===== src/common/esc_pkg.sv =====
// Package for the error severity classifier: classes, sources and timing constants
package esc_pkg;

    // Reported error severity, also the syndrome severity field
    typedef enum logic [1:0] {
        CLASS_RESTARTABLE    = 2'h0,
        CLASS_RECOVERABLE    = 2'h1,
        CLASS_UNRECOVERABLE  = 2'h2,
        CLASS_UNCONTAINABLE  = 2'h3
    } esc_class_e;

    // Kind of access on which the error arrived
    typedef enum logic [1:0] {
        SRC_READ  = 2'h0,
        SRC_WRITE = 2'h1,
        SRC_CMO   = 2'h2,
        SRC_FETCH = 2'h3
    } esc_src_e;

    // Processing element state class written beside the severity
    typedef enum logic [1:0] {
        STATE_PRESERVED = 2'h0,
        STATE_LATENT    = 2'h1,
        STATE_INFECTED  = 2'h2,
        STATE_LOST      = 2'h3
    } esc_state_e;

    localparam int          SYN_SEV_LSB     = 0;
    localparam int          SYN_STATE_LSB   = 2;
    localparam int          SYN_ASYNC_BIT   = 4;
    localparam int          SYN_SRC_LSB     = 5;
    localparam int          SYN_W           = 7;
    localparam logic [6:0]  SYN_RESET       = 7'h00;
    localparam int          NODE_W          = 3;
    localparam logic [2:0]  NODE_RESET      = 3'h0;
    localparam int          NODE_COUNT      = 8;
    localparam logic [7:0]  NODE_REG_RESET  = 8'h00;
    localparam int          SYNC_STAGES     = 2;

endpackage : esc_pkg


===== src/hdl/esc_classifier.sv =====
// Error severity classifier: correction, exception request and severity syndrome
//
// How it works
// - Correctable or deferrable errors are fixed, logged, and raise a fault interrupt.
// - Uncorrected external aborts on read, write or cache maintenance raise an exception.
// - Aborts from speculation or prefetch only are delivered as asynchronous SError.
// - Consumed means corrupt commit, committed faulty fetch, or walk for committed access.
// - Every consumed uncorrected error gives an exception or enters failure mode.
// - Possibly silently propagated errors are classed uncontainable unless the spread is contained.
// - Not propagated but infected or imprecise errors are classed unrecoverable.
// - Unconsumed precise errors needing software repair are classed recoverable.
// - Unconsumed precise errors needing no repair are classed restartable.
// - Taking an error exception writes severity and state class into the syndrome.
// - Reported severity may be raised above true class but never lowered.
// - Propagation stays contained only in data registers after exception or barrier.
// - Non-architectural internal errors arrive as recovery interrupts from nodes.
// - Software reaches the local error nodes through a system register port.
// - Undetermined containability is classed uncontainable.
`timescale 1ns/100ps
module esc_classifier
    import esc_pkg::*;
(
    input  wire logic                 core_clk,       // Core clock, 100 MHz
    input  wire logic                 rst,            // Synchronous reset, active high
    input  wire logic                 errValid,       // Error detected this cycle
    input  wire logic                 errCorrectable, // Hardware can correct or defer it
    input  wire logic                 errAbort,       // Signalled as external abort
    input  wire logic [1:0]           errSrc,         // Access kind, esc_src_e
    input  wire logic                 errSpecOnly,    // Consumed only by speculation
    input  wire logic                 commitCorrupt,  // Instruction commits corrupt data
    input  wire logic                 commitFetch,    // Faulty fetch committed
    input  wire logic                 commitWalk,     // Walk error serves committed access
    input  wire logic                 silentProp,     // May have been silently propagated
    input  wire logic                 containedProp,  // Propagation in data regs after sync
    input  wire logic                 containKnown,   // Containability determined
    input  wire logic                 imprecise,      // Exception would be imprecise
    input  wire logic                 needsRepair,    // Resume needs software repair
    input  wire logic                 canException,   // Exception path available
    input  wire logic                 raiseFloor,     // Report one class more severe
    input  wire logic [NODE_COUNT-1:0] nodeIrq,       // Recovery interrupts, async
    input  wire logic                 sysRegRead,     // System register read strobe
    input  wire logic [NODE_W-1:0]    sysRegSel,      // Node index selected
    output logic                      fixIrq,         // Fault handling interrupt pulse
    output logic                      excReq,         // Synchronous error exception pulse
    output logic                      serrReq,        // SError interrupt pulse
    output logic [1:0]                excClass,       // Severity, esc_class_e
    output logic [3:0]                excClassOneHot, // Severity one-hot
    output logic [SYN_W-1:0]          syndrome,       // Last syndrome taken
    output logic                      failMode,       // Failure mode entered, sticky
    output logic                      logValid,       // Corrected error logged pulse
    output logic [1:0]                logSrc,         // Source of logged error
    output logic                      recoveryIrq,    // Any node interrupt pending
    output logic                      sysRegValid,    // System register read answer
    output logic                      sysRegData      // Selected node status
);

    logic                  consumed;
    logic                  uncorrected;
    logic                  needAct;
    logic                  trulyUncontained;
    esc_class_e            trueClass;
    esc_class_e            next_class;
    esc_state_e            next_state;
    logic [NODE_COUNT-1:0] nodeSync;

    assign consumed    = commitCorrupt | commitFetch | commitWalk;
    assign uncorrected = errValid & ~errCorrectable;
    // Speculative errors need action only when they surface as an abort
    assign needAct     = uncorrected & (consumed | errAbort);
    // Contained spread counts as not propagated only under the barrier conditions
    assign trulyUncontained = silentProp & ~containedProp;

    always_comb begin
        if (trulyUncontained || !containKnown) begin
            trueClass = CLASS_UNCONTAINABLE;
        end else if (consumed || imprecise) begin
            trueClass = CLASS_UNRECOVERABLE;
        end else if (needsRepair) begin
            trueClass = CLASS_RECOVERABLE;
        end else begin
            trueClass = CLASS_RESTARTABLE;
        end
    end

    // Upward only; saturates at uncontainable
    always_comb begin
        if (raiseFloor && trueClass != CLASS_UNCONTAINABLE) begin
            next_class = esc_class_e'(trueClass + 2'h1);
        end else begin
            next_class = trueClass;
        end
    end

    always_comb begin
        unique case (next_class)
            CLASS_UNCONTAINABLE: next_state = STATE_LOST;
            CLASS_UNRECOVERABLE: next_state = STATE_INFECTED;
            CLASS_RECOVERABLE:   next_state = STATE_LATENT;
            CLASS_RESTARTABLE:   next_state = STATE_PRESERVED;
        endcase
    end

    // Correction and logging path
    always_ff @(posedge core_clk) begin
        if (rst) begin
            fixIrq   <= 1'b0;
            logValid <= 1'b0;
            logSrc   <= 2'h0;
        end else begin
            fixIrq   <= errValid & errCorrectable;
            logValid <= errValid & errCorrectable;
            if (errValid && errCorrectable) begin
                logSrc <= errSrc;
            end
        end
    end

    // Exception requests; a speculative-only abort never goes synchronous
    always_ff @(posedge core_clk) begin
        if (rst) begin
            excReq  <= 1'b0;
            serrReq <= 1'b0;
        end else begin
            excReq  <= needAct & canException & ~(errSpecOnly & ~consumed);
            serrReq <= needAct & canException & errSpecOnly & ~consumed;
        end
    end

    // Class registered beside the request so both land in one cycle
    always_ff @(posedge core_clk) begin
        if (rst) begin
            excClass       <= 2'h0;
            excClassOneHot <= 4'h0;
            syndrome       <= SYN_RESET;
        end else if (needAct && canException) begin
            excClass       <= next_class;
            excClassOneHot <= 4'h1 << next_class;
            syndrome[SYN_SEV_LSB +: 2]   <= next_class;
            syndrome[SYN_STATE_LSB +: 2] <= next_state;
            syndrome[SYN_ASYNC_BIT]      <= errSpecOnly & ~consumed;
            syndrome[SYN_SRC_LSB +: 2]   <= errSrc;
        end
    end

    // No exception path: fall back to the failure mode, which is sticky
    always_ff @(posedge core_clk) begin
        if (rst) begin
            failMode <= 1'b0;
        end else if (needAct && !canException) begin
            failMode <= 1'b1;
        end
    end

    // Internal non-architectural nodes arrive asynchronously
    genvar gi;
    generate
        for (gi = 0; gi < NODE_COUNT; gi++) begin : gNode
            esc_sync_bit uSync (
                .core_clk (core_clk),
                .rst      (rst),
                .asyncIn  (nodeIrq[gi]),
                .syncOut  (nodeSync[gi])
            );
        end
    endgenerate

    always_ff @(posedge core_clk) begin
        if (rst) begin
            recoveryIrq <= 1'b0;
        end else begin
            recoveryIrq <= |nodeSync;
        end
    end

    // Node status port answering one cycle after the read strobe
    always_ff @(posedge core_clk) begin
        if (rst) begin
            sysRegValid <= 1'b0;
            sysRegData  <= 1'b0;
        end else begin
            sysRegValid <= sysRegRead;
            sysRegData  <= sysRegRead & nodeSync[sysRegSel];
        end
    end

    // Assertions
    AST_FIX_IRQ: assert property (@(posedge core_clk) disable iff (rst)
        errValid && errCorrectable |=> fixIrq && logValid && !excReq)
        else $error("Correctable error did not raise fault interrupt");

    AST_EXC_ON_ABORT: assert property (@(posedge core_clk) disable iff (rst)
        uncorrected && errAbort && canException && !errSpecOnly |=> excReq)
        else $error("Uncorrected abort raised no exception");

    AST_SPEC_ASYNC: assert property (@(posedge core_clk) disable iff (rst)
        uncorrected && errAbort && errSpecOnly && !consumed && canException
        |=> serrReq && !excReq)
        else $error("Speculative abort not delivered as SError");

    AST_CONSUMED_ACT: assert property (@(posedge core_clk) disable iff (rst)
        uncorrected && (commitCorrupt || commitFetch || commitWalk)
        |=> (excReq || serrReq || failMode))
        else $error("Consumed error got no action");

    AST_UNCONTAINABLE_CLASS: assert property (@(posedge core_clk) disable iff (rst)
        needAct && canException && ((silentProp && !containedProp) || !containKnown)
        |=> excClass == CLASS_UNCONTAINABLE)
        else $error("Propagated error not uncontainable");

    AST_UNRECOVERABLE_CLASS: assert property (@(posedge core_clk) disable iff (rst)
        needAct && canException && !trulyUncontained && containKnown
        && (consumed || imprecise) |=> excClass >= CLASS_UNRECOVERABLE)
        else $error("Infected or imprecise error reported too low");

    AST_NEVER_LOWER: assert property (@(posedge core_clk) disable iff (rst)
        needAct && canException |=> excClass >= $past(trueClass))
        else $error("Severity reported below true class");

    AST_RESTART: assert property (@(posedge core_clk) disable iff (rst)
        needAct && canException && trueClass == CLASS_RESTARTABLE && !raiseFloor
        |=> excClass == CLASS_RESTARTABLE)
        else $error("Restartable error misreported");

    AST_SYNDROME: assert property (@(posedge core_clk) disable iff (rst)
        excReq || serrReq |-> syndrome[SYN_SEV_LSB +: 2] == excClass
        && syndrome[SYN_STATE_LSB +: 2] == excClass)
        else $error("Syndrome severity differs from class");

    AST_ONEHOT: assert property (@(posedge core_clk) disable iff (rst)
        excReq |-> excClassOneHot == (4'h1 << excClass))
        else $error("One-hot class not aligned with request");

    AST_NODE_IRQ: assert property (@(posedge core_clk) disable iff (rst)
        nodeIrq[0] [*4] |-> recoveryIrq)
        else $error("Node interrupt not forwarded");

    AST_RECOVERABLE_CLASS: assert property (@(posedge core_clk) disable iff (rst)
        needAct && canException && !trulyUncontained && containKnown && !consumed
        && !imprecise && needsRepair && !raiseFloor |=> excClass == CLASS_RECOVERABLE)
        else $error("Repairable error misreported");

    // Spread confined to data registers after the exception or a barrier stays contained
    AST_CONTAINED_SPREAD: assert property (@(posedge core_clk) disable iff (rst)
        needAct && canException && silentProp && containedProp && containKnown && !consumed
        && !imprecise && !needsRepair && !raiseFloor |=> excClass == CLASS_RESTARTABLE)
        else $error("Contained spread reported too severe");

    AST_UNKNOWN_CONTAIN: assert property (@(posedge core_clk) disable iff (rst)
        needAct && canException && !containKnown |=> excClass == CLASS_UNCONTAINABLE)
        else $error("Undetermined containability not uncontainable");

    AST_CONSUMED_NO_ABORT: assert property (@(posedge core_clk) disable iff (rst)
        errValid && !errCorrectable && !errAbort && canException
        && (commitCorrupt || commitFetch || commitWalk) |=> excReq && !serrReq)
        else $error("Committed error without abort not acted on");

    AST_SPEC_COMMITTED: assert property (@(posedge core_clk) disable iff (rst)
        uncorrected && errSpecOnly && consumed && canException |=> excReq && !serrReq)
        else $error("Committed error delivered asynchronously");

    AST_IGNORED: assert property (@(posedge core_clk) disable iff (rst)
        errValid && !errAbort && !consumed |=> !excReq && !serrReq)
        else $error("Exception raised without abort or consumption");

    AST_ONLY_UNCORRECTED: assert property (@(posedge core_clk) disable iff (rst)
        excReq || serrReq |-> $past(uncorrected))
        else $error("Exception raised for a corrected error");

    AST_LOG_SRC: assert property (@(posedge core_clk) disable iff (rst)
        errValid && errCorrectable |=> logSrc == $past(errSrc))
        else $error("Logged source differs from error source");

    AST_RAISE_ONE: assert property (@(posedge core_clk) disable iff (rst)
        needAct && canException && raiseFloor && trueClass != CLASS_UNCONTAINABLE
        |=> excClass == $past(trueClass) + 2'h1)
        else $error("Raised severity not one class above");

    AST_IMPRECISE: assert property (@(posedge core_clk) disable iff (rst)
        needAct && canException && imprecise |=> excClass >= CLASS_UNRECOVERABLE)
        else $error("Imprecise exception reported too low");

    AST_FAIL_MODE: assert property (@(posedge core_clk) disable iff (rst)
        needAct && !canException |=> failMode && !excReq && !serrReq)
        else $error("No failure mode without exception path");

    AST_FAIL_STICKY: assert property (@(posedge core_clk) disable iff (rst)
        failMode |=> failMode)
        else $error("Failure mode left without reset");

    AST_ONE_REQUEST: assert property (@(posedge core_clk) disable iff (rst)
        !(excReq && serrReq))
        else $error("Synchronous and asynchronous request together");

    AST_ASYNC_FLAG: assert property (@(posedge core_clk) disable iff (rst)
        excReq || serrReq |-> syndrome[SYN_ASYNC_BIT] == serrReq)
        else $error("Syndrome async flag differs from request kind");

    AST_SYN_SRC: assert property (@(posedge core_clk) disable iff (rst)
        needAct && canException |=> syndrome[SYN_SRC_LSB +: 2] == $past(errSrc))
        else $error("Syndrome source differs from error source");

    AST_ONEHOT_VALID: assert property (@(posedge core_clk) disable iff (rst)
        excReq || serrReq |-> $onehot(excClassOneHot))
        else $error("One-hot class not one-hot");

    AST_CLASS_HELD: assert property (@(posedge core_clk) disable iff (rst)
        !(needAct && canException) |=> $stable(excClass) && $stable(syndrome))
        else $error("Class changed without a taken error");

    AST_SYSREG_ANSWER: assert property (@(posedge core_clk) disable iff (rst)
        sysRegRead |=> sysRegValid)
        else $error("System register read not answered");

    AST_SYSREG_IDLE: assert property (@(posedge core_clk) disable iff (rst)
        !sysRegRead |=> !sysRegValid && !sysRegData)
        else $error("System register answer without read");

    AST_NODE_QUIET: assert property (@(posedge core_clk) disable iff (rst)
        (!(|nodeIrq)) [*4] |-> !recoveryIrq)
        else $error("Recovery interrupt without node request");

endmodule : esc_classifier


===== src/hdl/esc_sync_bit.sv =====
// Two flip-flop synchroniser for one asynchronous level
`timescale 1ns/100ps
module esc_sync_bit
    import esc_pkg::*;
(
    input  wire logic core_clk,   // Core clock
    input  wire logic rst,        // Synchronous reset, active high
    input  wire logic asyncIn,    // Level from another domain
    output logic      syncOut     // Level safe to read in core_clk
);
    logic stage1;

    // First stage feeds only the second stage
    always_ff @(posedge core_clk) begin
        if (rst) begin
            stage1  <= 1'b0;
            syncOut <= 1'b0;
        end else begin
            stage1  <= asyncIn;
            syncOut <= stage1;
        end
    end

endmodule : esc_sync_bit


===== config.mk =====
export PLATFORM = sky130hd
export DESIGN_NAME = esc_classifier
export DESIGN_NICKNAME = d
export VERILOG_FILES = /design/src/common/esc_pkg.sv /design/src/hdl/esc_classifier.sv /design/src/hdl/esc_sync_bit.sv
export SDC_FILE = /design/constraint.sdc
export NUM_CORES = 1
export LEC_CHECK = 0
export BUFFER_PORTS_ARGS = -buffer_cell sky130_fd_sc_hd__buf_2
export CELL_PAD_IN_SITES_DETAIL_PLACEMENT = 2
export CELL_PAD_IN_SITES_GLOBAL_PLACEMENT = 2
export CORE_AREA = 2 2 80 67
export DETAILED_ROUTE_END_ITERATION = 10
export DIE_AREA = 0 0 82 69
export GPL_ROUTABILITY_DRIVEN = 0
export PLACE_DENSITY_LB_ADDON = 0.05
export SLEW_MARGIN = 20
export SYNTH_ARGS = -nofsm -noshare
export SYNTH_HDL_FRONTEND = slang
export SYNTH_SLANG_ARGS = --single-unit

===== constraint.sdc =====
create_clock -name core_clk -period 2.45 [get_ports core_clk]
set_clock_uncertainty 0.05 [all_clocks]
set_input_delay 0.245 -clock core_clk [delete_from_list [all_inputs] [get_ports core_clk]]
set_output_delay 0.245 -clock core_clk [all_outputs]
set_load 0.01 [all_outputs]

-- Word-level counts from Yosys, hierarchy flattened
Index checks and enable logic that the tools add are counted.
- flip-flop bits (word level): 38
- input port bits: 30
- output and inout port bits: 23
- logic and storage cells: 68
- add/subtract/negate cells: 1
- magnitude comparators: 1
- equal/unequal tests: 4
- shift-type cells: 1
- mux-type cells: 7
- bitwise gates (word level): 17
- reductions and logical operators: 10
- operators by type and width (operator ; number):
    $and 1x1->1 ; 10
    $pmux 2 s4 ; 1
    $reduce_or 8->1 ; 1
    $mux 2 ; 3
    $eq 2x2->1 const B ; 2
    $logic_and 1x1->1 ; 4
    $lt 3x4->1 const B ; 1
    $not 1->1 ; 4
    $shl 1x2->4 const A ; 1
    $bmux 1 s3 ; 1
    $or 1x1->1 ; 3
    $add 2x1->2 const B ; 1
    $eq 2x1->1 const B ; 1
    $logic_not 1->1 ; 2
    $logic_not 2->1 ; 1
    $logic_or 1x1->1 ; 2
    $mux 1 ; 2
    $ne 2x2->1 const B ; 1

-- Longest topological paths before layout
Gate-level depths: netlist of the first run.
- depth in word-level cells: 10
- depth in mapped cells: 8
- gate-level depth less buffers: 8

-- Hierarchy
From an unflattened synthesis of the first run, not the netlist that was laid out.
- cells, all modules: 120
- area total of the unflattened synthesis: 1312.5 um^2
- by module, submodules not included (module ; instances ; cells each ; area an instance (um^2) ; seq. area each (um^2)):
    esc_classifier ; 1 ; 88 ; 892.1 ; 360.3
    esc_sync_bit ; 8 ; 4 ; 52.6 ; 40.0

-- Worst setup path after synthesis of the first run
OpenSTA, ideal clock, no wires.
- kind: input port to flip-flop
- from: in imprecise
- to: reg excClassOneHot[0]
- library setup time: 0.116 ns
- data arrival time: 1.721 ns
- required time: 2.284 ns
- slack: 0.563 ns
- stages on the path: 7
- path buffers: 0
- cells stage by stage: nor4_4 > nand2_1 > ha_1 > nand2b_1 > a41oi_1 > nor2_1 > a31o_2
- word-level cells in the longest chain between the ends: 7
- elaborated cells between the ends (all ways): 8
- classes of those cells: add/sub: 1; eq/ne: 1; shift: 1; mux: 3; reduce/logical: 2
- ends and longest elaborated chain (item ; line ; RTL):
    from (decl) ; esc_classifier.sv:36 ; input wire logic imprecise,
    $logic_or 1x1->1 (*) ; esc_classifier.sv:76 ; end else if (consumed || imprecise) begin
    $mux 2 (*) ; esc_classifier.sv:76 ;
    $mux 2 (*) ; esc_classifier.sv:74 ; if (trulyUncontained || !containKnown) begin
    branches (longest 2 deep; another with $add 2x1->2) ; - ;
    $mux 2 (*) ; esc_classifier.sv:87 ; if (raiseFloor && trueClass != CLASS_UNCONTAINABLE) begin
    $shl 1x2->4 (*) ; esc_classifier.sv:137 ; excClassOneHot <= 4'h1 << next_class;
    to (signal assigned) ; esc_classifier.sv:137 ;
    to (decl) ; esc_classifier.sv:47 ; output logic [3:0] excClassOneHot,
Mark *: on every way between the ends.
A chain may end at the register's enable or synchronous reset.

-- Worst setup path after layout of the first run
- from: in commitFetch
- to: reg excClassOneHot[3]
- word-level cells in the longest chain between the ends: 9
- elaborated cells between the ends (all ways): 13
- classes of those cells: add/sub: 1; eq/ne: 1; shift: 1; mux: 3; bitwise: 4; reduce/logical: 3
- ends and longest elaborated chain (item ; line ; RTL):
    from (decl) ; esc_classifier.sv:31 ; input wire logic commitFetch,
    $or 1x1->1 (*) (2 in series) ; esc_classifier.sv:66 ; assign consumed = commitCorrupt | commitFetch | commitWalk;
    branches (longest 7 deep; another with $add 2x1->2) ; - ;
Marks and branches as above.

==> flow_summary_export.csv, run 1 <==
group,metric,value,unit
synthesis,syn-num-nets,152,
power,internal_power,859,uW
clock_network,cts_sinks,34,
critical_path,arrival,1.92,ns
synthesis,syn_inst,121,
power,p_per_area,672,nW/um^2
final_layout,finish.net_count,203,
run_status,outcome,"finished clean",
power,pwr-share-seq,0.513,
placement,hpwl,2430,microns
synthesis,synth_cell_type_count,29,
sta,fin_crit_sh,0.740,
floorplanning,core,4830,sq um
critical_path,criticalPathCategory,"in2reg",
clock_network,cts_tree,"done",
sta,fin_tns_setup,0,ns
power,power,1.14,mW
global_route,grt_first_pass_wirelength,5330,microns
synthesis,synth_flop_cell,"dfxtp_1",
synthesis,ys.warnings.count,0,
critical_path,worstPathRequired,2.56,ns
sta,rsz0062_at_grt,"no",
detailed_routing,drc,0,
detailed_routing,drtAntennaViolNets,0,
sta,worst_slack,0.638,ns
sta,setup_viol,0,
global_route,grt_max_degree,35,
final_layout,antennaDiodeCount,0,
power,p_leak,0.751,nW
placement,io_buffer_count,52,
floorplanning,io_pins,53,
synthesis,synth-edff-count,0,
critical_path,crit_chain,"buf_2 > nor4_4 > a211oi_1 > inv_1 > ha_1 > nor2b_1 > a2111o_1 > o2111ai_2 > o32ai_2",
detailed_routing,drtIter0Drc,30,
critical_path,crit_path_top_delay_cell,"a2111o_1",
min_path,min_path_type,"in2reg",
placement,place_ws,0.323,ns
clock_network,cts.path.max_buffers,2,
power,switching_share,0.246,
synthesis,avgSynthCellArea,10.9,sq um
floorplanning,start_util,0.272,
clock_network,ctsHoldBuffers,0,
clock_network,cts.repair.resized,0,
final_layout,final_layout_size_suffix_gt1_frac,0.405,
sta,fin_crit,1.81,ns
final_layout,syn2layout_area_growth,28.9,%
critical_path,cp-start-kind,"input pin",
final_layout,n_fill_cell,555,
synthesis,seq_area_frac_synth,0.517,
power,irDropWorstVdd,0.000251,V
detailed_routing,vias,1053,
sta,drv_slew,0,
power,p_clk_frac,0.381,
clock_network,root_buffer,"clkbuf_8",
synthesis,synth-async-reset-ratio,0,
floorplanning,die_area,5660,sq um
critical_path,max_stage_delay,0.42,ns
floorplanning,rows,23,
critical_path,path_max_fanout,5,
synthesis,ys_seq_elements,34,
power,power.switching,281,uW
synthesis,netlist_area,1320,sq um
critical_path,r2r_slack,1.31,ns
sta,relSlewSlack,0.587,
clock_network,cts_buffers,5,
floorplanning,chipHeight,69,microns
sta,fmax,0.552,GHz
global_route,gr-total-overflow,0,
clock_network,path_clk_slew,0.08,ns
detailed_routing,post_drt_wl_per_cell,13.4,microns
global_route,grt_util_all_layers,0.125,
global_route,antenna_found_initial,0,
sta,tightest_slew,0.620,ns
detailed_routing,drtPass1Iterations,4,
detailed_routing,vias_per_cell,4.48,
global_route,grt_pass1_vias,1150,
floorplanning,dieWidth,82,microns
clock_network,post_cts.repair.setup_buffers,0,
clock_network,clk_latency,0.28,ns
power,combPwrFrac,0.106,
critical_path,cp-end-kind,"flop",
detailed_routing,wl,3150,microns
sta,hold_viol,0,
run,cap_violations,0,
clock_network,htreeDepth,2,
power groups by stage:
| stage | registers [mW] | clock network (mW) | logic [mW] |
|---|---|---|---|
| floorplan | 0.601 | 0 | 0.0648 |
| global placement | 0.596 | 0 | 0.119 |
| detailed placement | 0.598 | 0 | 0.123 |
| CTS | 0.585 | 0.455 | 0.123 |
| global route | 0.588 | 0.490 | 0.136 |
| finish | 0.585 | 0.435 | 0.121 |
cells in the final DEF (no fill, tap or decap), types with 2 or more instances in the layout:
cell type  Yosys  layout
nor2b_1       20      20
nor4b_1        2       2
inv_1          4       4
dfxtp_1       34      34
nand2b_1       3       3
nand2_1        6       6
mux4_2         2       2
clkbuf_8       0       6
nand3_1        3       3
nor3b_1        4       4
o32ai_2        2       2
buf_2          0      52
a21oi_1        4       4
mux2i_1        5       5
nor2_1         9       9
nor4_1         2       2
cells by family after synthesis:
| family | count (synthesis) | synth area share |
|---|---|---|
| simple gates | 53 | 0.252 |
| flops | 34 | 0.517 |
| compound gates | 13 | 0.0922 |
| buf+inv | 13 | 0.0570 |
| mux | 7 | 0.0722 |
| fa+ha+maj | 1 | 0.00950 |
registers in the layout, indices dropped and copies added (netlist names):
signal               cells
excClassOneHot           4
excReq                   1
failMode                 1
gNode.uSync.stage1       8
gNode.uSync.syncOut      8
logSrc                   2
logValid                 1
recoveryIrq              1
serrReq                  1
syndrome                 5
sysRegData               1
sysRegValid              1
cells in the mapped netlist (3+ instances only):
cell type | instances | share of area
nor3b_1 | 4 | 0.023
nand2_1 | 6 | 0.017
buf_4 | 5 | 0.029
inv_1 | 4 | 0.011
nand2b_1 | 3 | 0.014
nor2b_1 | 20 | 0.095
dfxtp_1 | 34 | 0.52
a21oi_1 | 4 | 0.015
nor2_1 | 9 | 0.026
clkbuf_1 | 3 | 0.0086
nand3_1 | 3 | 0.011
mux2i_1 | 5 | 0.038
path summary, 6_finish.rpt:
kind / endpoint / start / depth (start not counted)
max reg2reg: sysRegData / gNode[6].uSync.syncOut / 3
max: excClassOneHot[3] / commitFetch / 9
min: gNode[7].uSync.stage1 / nodeIrq[7] / 2
min reg2reg: gNode[5].uSync.syncOut / gNode[5].uSync.stage1 / 1
routing by layer:
metal,track usage,vias up,wire length [microns]
met5,0,-,0
met4,0.0463,0,46
met3,0.0524,4,196
met2,0.197,33,1560
met1,0.150,500,1350
li1,-,516,-
layout make-up:
cell class,count,area [sq um],share of cell area
multi-input cells,74,561,0.330
inverters,4,15.0,0.00885
clock buffers,6,82.6,0.0487
clock inverters,2,12.5,0.00737
well taps,62,77.6,0.0457
repair buffers,53,268,0.158
flip-flops and latches,34,681,0.401
critical path, delay by kind of cell:
kind	cells	cell delay (ns)
fa+ha+maj	1	0.18
buf+inv	2	0.20
simple gates	2	0.46
compound gates	4	0.83
per-stage QoR:
step                      cells  area (sq um)  utilization  hold WS (ns)
after floorplan             121          1320            -         0.274
after detailed placement    227          1600        0.331         0.380
after CTS                   235          1700        0.351         0.108
after global placement      227          1600        0.331         0.369
after global routing        235          1700        0.351         0.104
final                       235          1700        0.351         0.117
No activity file was read; power rests on OpenSTA's default activity.
==> run 2: changes to the inputs <==
--- a/config.mk
+++ b/config.mk
@@ -8,9 +8,9 @@
 export BUFFER_PORTS_ARGS = -buffer_cell sky130_fd_sc_hd__buf_2
 export CELL_PAD_IN_SITES_DETAIL_PLACEMENT = 2
 export CELL_PAD_IN_SITES_GLOBAL_PLACEMENT = 2
-export CORE_AREA = 2 2 80 67
+export CORE_AREA = 2 2 85 70
 export DETAILED_ROUTE_END_ITERATION = 10
-export DIE_AREA = 0 0 82 69
+export DIE_AREA = 0 0 87 72
 export GPL_ROUTABILITY_DRIVEN = 0
 export PLACE_DENSITY_LB_ADDON = 0.05
 export SLEW_MARGIN = 20
==> constraint.sdc (replaced) <==
create_clock -name core_clk -period 1.5 [get_ports core_clk]
set_clock_uncertainty 0.05 [all_clocks]
set_input_delay 0.15 -clock core_clk [delete_from_list [all_inputs] [get_ports core_clk]]
set_output_delay 0.15 -clock core_clk [all_outputs]
set_load 0.01 [all_outputs]
==> flow_summary_export.csv, run 2 (synthesized netlist as in run 1, its figures left out) <==
group,metric,value,unit
run_status,outcome,"complete, but fails checks",
run_status,violations,"setup timing",
critical_path,max_stage_delay,0.34,ns
detailed_routing,wl_met2,1700,microns
critical_path,r2r_slack,0.35,ns
clock_network,ctsHoldBuffers,0,
placement,place_ws,-0.410,ns
detailed_routing,m1WireLength,1640,microns
final_layout,final_cell_area,1890,sq um
floorplanning,die_area,6260,sq um
power,switching_share,0.241,
final_layout,layout_common_cells,"50 x buf_2, 34 x dfxtp_1, 19 x nor2b_1",
sta,rsz0062_at_grt,"yes",
power,power.switching,459,uW
detailed_routing,routed-wl-met3,191,microns
critical_path,worstReg2RegStart,"gNode[5].uSync.syncOut",
min_path,holdPathEnd,"gNode[4].uSync.stage1",
clock_network,root_buffer,"clkbuf_8",
clock_network,path_clk_slew,0.07,ns
power,p_clk_frac,0.362,
sta,tightest_slew,0.285,ns
critical_path,path_max_fanout,3,
floorplanning,start_util,0.245,
detailed_routing,drtIter0Drc,26,
power,power,1.90,mW
global_route,grt_util_all_layers,0.128,
power,p_per_area,1010,nW/um^2
critical_path,crit_chain,"buf_8 > nor4_4 > a211oi_2 > inv_1 > ha_4 > nor2b_4 > a2111o_1 > o211ai_1 > a41o_1",
floorplanning,chipHeight,72,microns
final_layout,final_common_cell,"buf_2",
critical_path,arrival,1.74,ns
sta,fin_crit_sh,1.04,
sta,setup_viol,4,
sta,drv_slew,0,
floorplanning,dieWidth,87,microns
sta,fin_crit,1.56,ns
final_layout,syn2layout_area_growth,43.9,%
placement,hpwl,2770,microns
final_layout,antennaDiodeCount,0,
clock_network,cts_sinks,34,
min_path,min_path_type,"in2reg",
clock_network,htreeDepth,2,
detailed_routing,wl,3610,microns
sta,fmax,0.641,GHz
placement,placed_area,1710,sq um
floorplanning,rows,24,
power,p_leak,0.860,nW
floorplanning,core,5380,sq um
detailed_routing,drtPass1Iterations,3,
detailed_routing,vias_per_cell,4.39,
sta,relSlewSlack,0.807,
detailed_routing,top_layer,"met4",
power,irDropWorstVdd,0.000458,V
power,combPwrFrac,0.135,
clock_network,cts_tree,"done",
final_layout,top_regs,"gNode.uSync.stage1 x8, gNode.uSync.syncOut x8, syndrome x5",
min_path,worstHoldStart,"nodeIrq[4]",
detailed_routing,post_drt_wl_per_cell,14.2,microns
global_route,grt_pass1_vias,1234,
clock_network,cts.path.max_buffers,2,
critical_path,crit_buf_inv,2,
sta,worst_slack,-0.0609,ns
placement,io_buffer_count,52,
critical_path,timing.rr.end,"sysRegData",
detailed_routing,drtAntennaViolNets,0,
critical_path,crit_path_top_delay_cell,"nor4_4",
final_layout,final_util,0.352,
critical_path,cp-start-kind,"input pin",
detailed_routing,drc,0,
power,internal_power,1.45,mW
sta,hold_viol,0,
final_layout,finish.net_count,220,
sta,fin_tns_setup,-0.200,ns
critical_path,worstPathRequired,1.68,ns
power,pwr-share-seq,0.502,
run,cap_violations,0,
critical_path,r2r_cells,3,
global_route,antenna_found_initial,0,
clock_network,clk_latency,0.28,ns
global_route,gr-total-overflow,0,
critical_path,criticalPathCategory,"in2reg",
floorplanning,io_pins,53,
critical_path,crit_family,"compound AO/OA/AOI/OAI gates",
clock_network,cts_buffers,5,
final_layout,final_layout_size_suffix_gt1_frac,0.489,
global_route,grt_first_pass_wirelength,6040,microns
critical_path,cp-end-kind,"flop",
min_path,whs_path_depth,2,
global_route,grt_max_degree,16,
detailed_routing,vias,1119,
==> run 2: cell count changes in the layout (fill, tap and decap cells not counted), sizes merged <==
cell      before  now
clkbuf         6    7
clkinvlp       1    0
buf           53   70
==> run 2: per-layer routing <==
metal,up-vias,global-route usage
li1,549,-
met4,0,0.0573
met5,-,0
met1,526,0.159
met3,10,0.0398
met2,34,0.203
==> run 2: worst max-delay path by stage <==
stage / slack (ns) / start / cells past startpoint / endpoint
floorplan: -0.15 / commitWalk / 8 / excClassOneHot[2]
global route: -0.14 / imprecise / 9 / excClassOneHot[1]
global placement: -0.31 / commitWalk / 9 / excClassOneHot[2]
detailed placement: -0.41 / commitWalk / 9 / excClassOneHot[2]
CTS: -0.04 / imprecise / 9 / excClassOneHot[2]
finish: -0.06 / imprecise / 9 / excClassOneHot[2]
==> run 2: final cells by class <==
class | count | area (sq um)
multi-input cells | 74 | 614
flip-flops and latches | 34 | 681
clock buffers | 7 | 86.3
well taps | 65 | 81.3
clock inverters | 1 | 5.00
fillers | 595 | 3480
repair buffers | 70 | 412
inverters | 4 | 15.0
==> run 2: power by group through the flow <==
| stage | combinational [mW] | clock, mW | sequential, mW |
|---|---|---|---|
| after floorplan | 0.110 | 0 | 0.981 |
| after global placement | 0.222 | 0 | 0.975 |
| after detailed placement | 0.230 | 0 | 0.978 |
| after CTS | 0.258 | 0.718 | 0.957 |
| after global routing | 0.284 | 0.781 | 0.961 |
| final | 0.258 | 0.690 | 0.956 |
==> run 2: what timing repair did <==
item / 4_1_cts / 5_1_grt
pin swaps: 12 / 1
gates resized for setup: 11 / 1
setup buffers: 5 / 0
endpoints found under the setup margin: 6 / 6
==> run 2: per-stage QoR <==
stage                     instances  hold slack (ns)
after floorplan                 121            0.179
after global placement          242            0.309
after detailed placement        242            0.322
after CTS                       255           0.0213
after global routing            255          0.00835
final                           255           0.0278
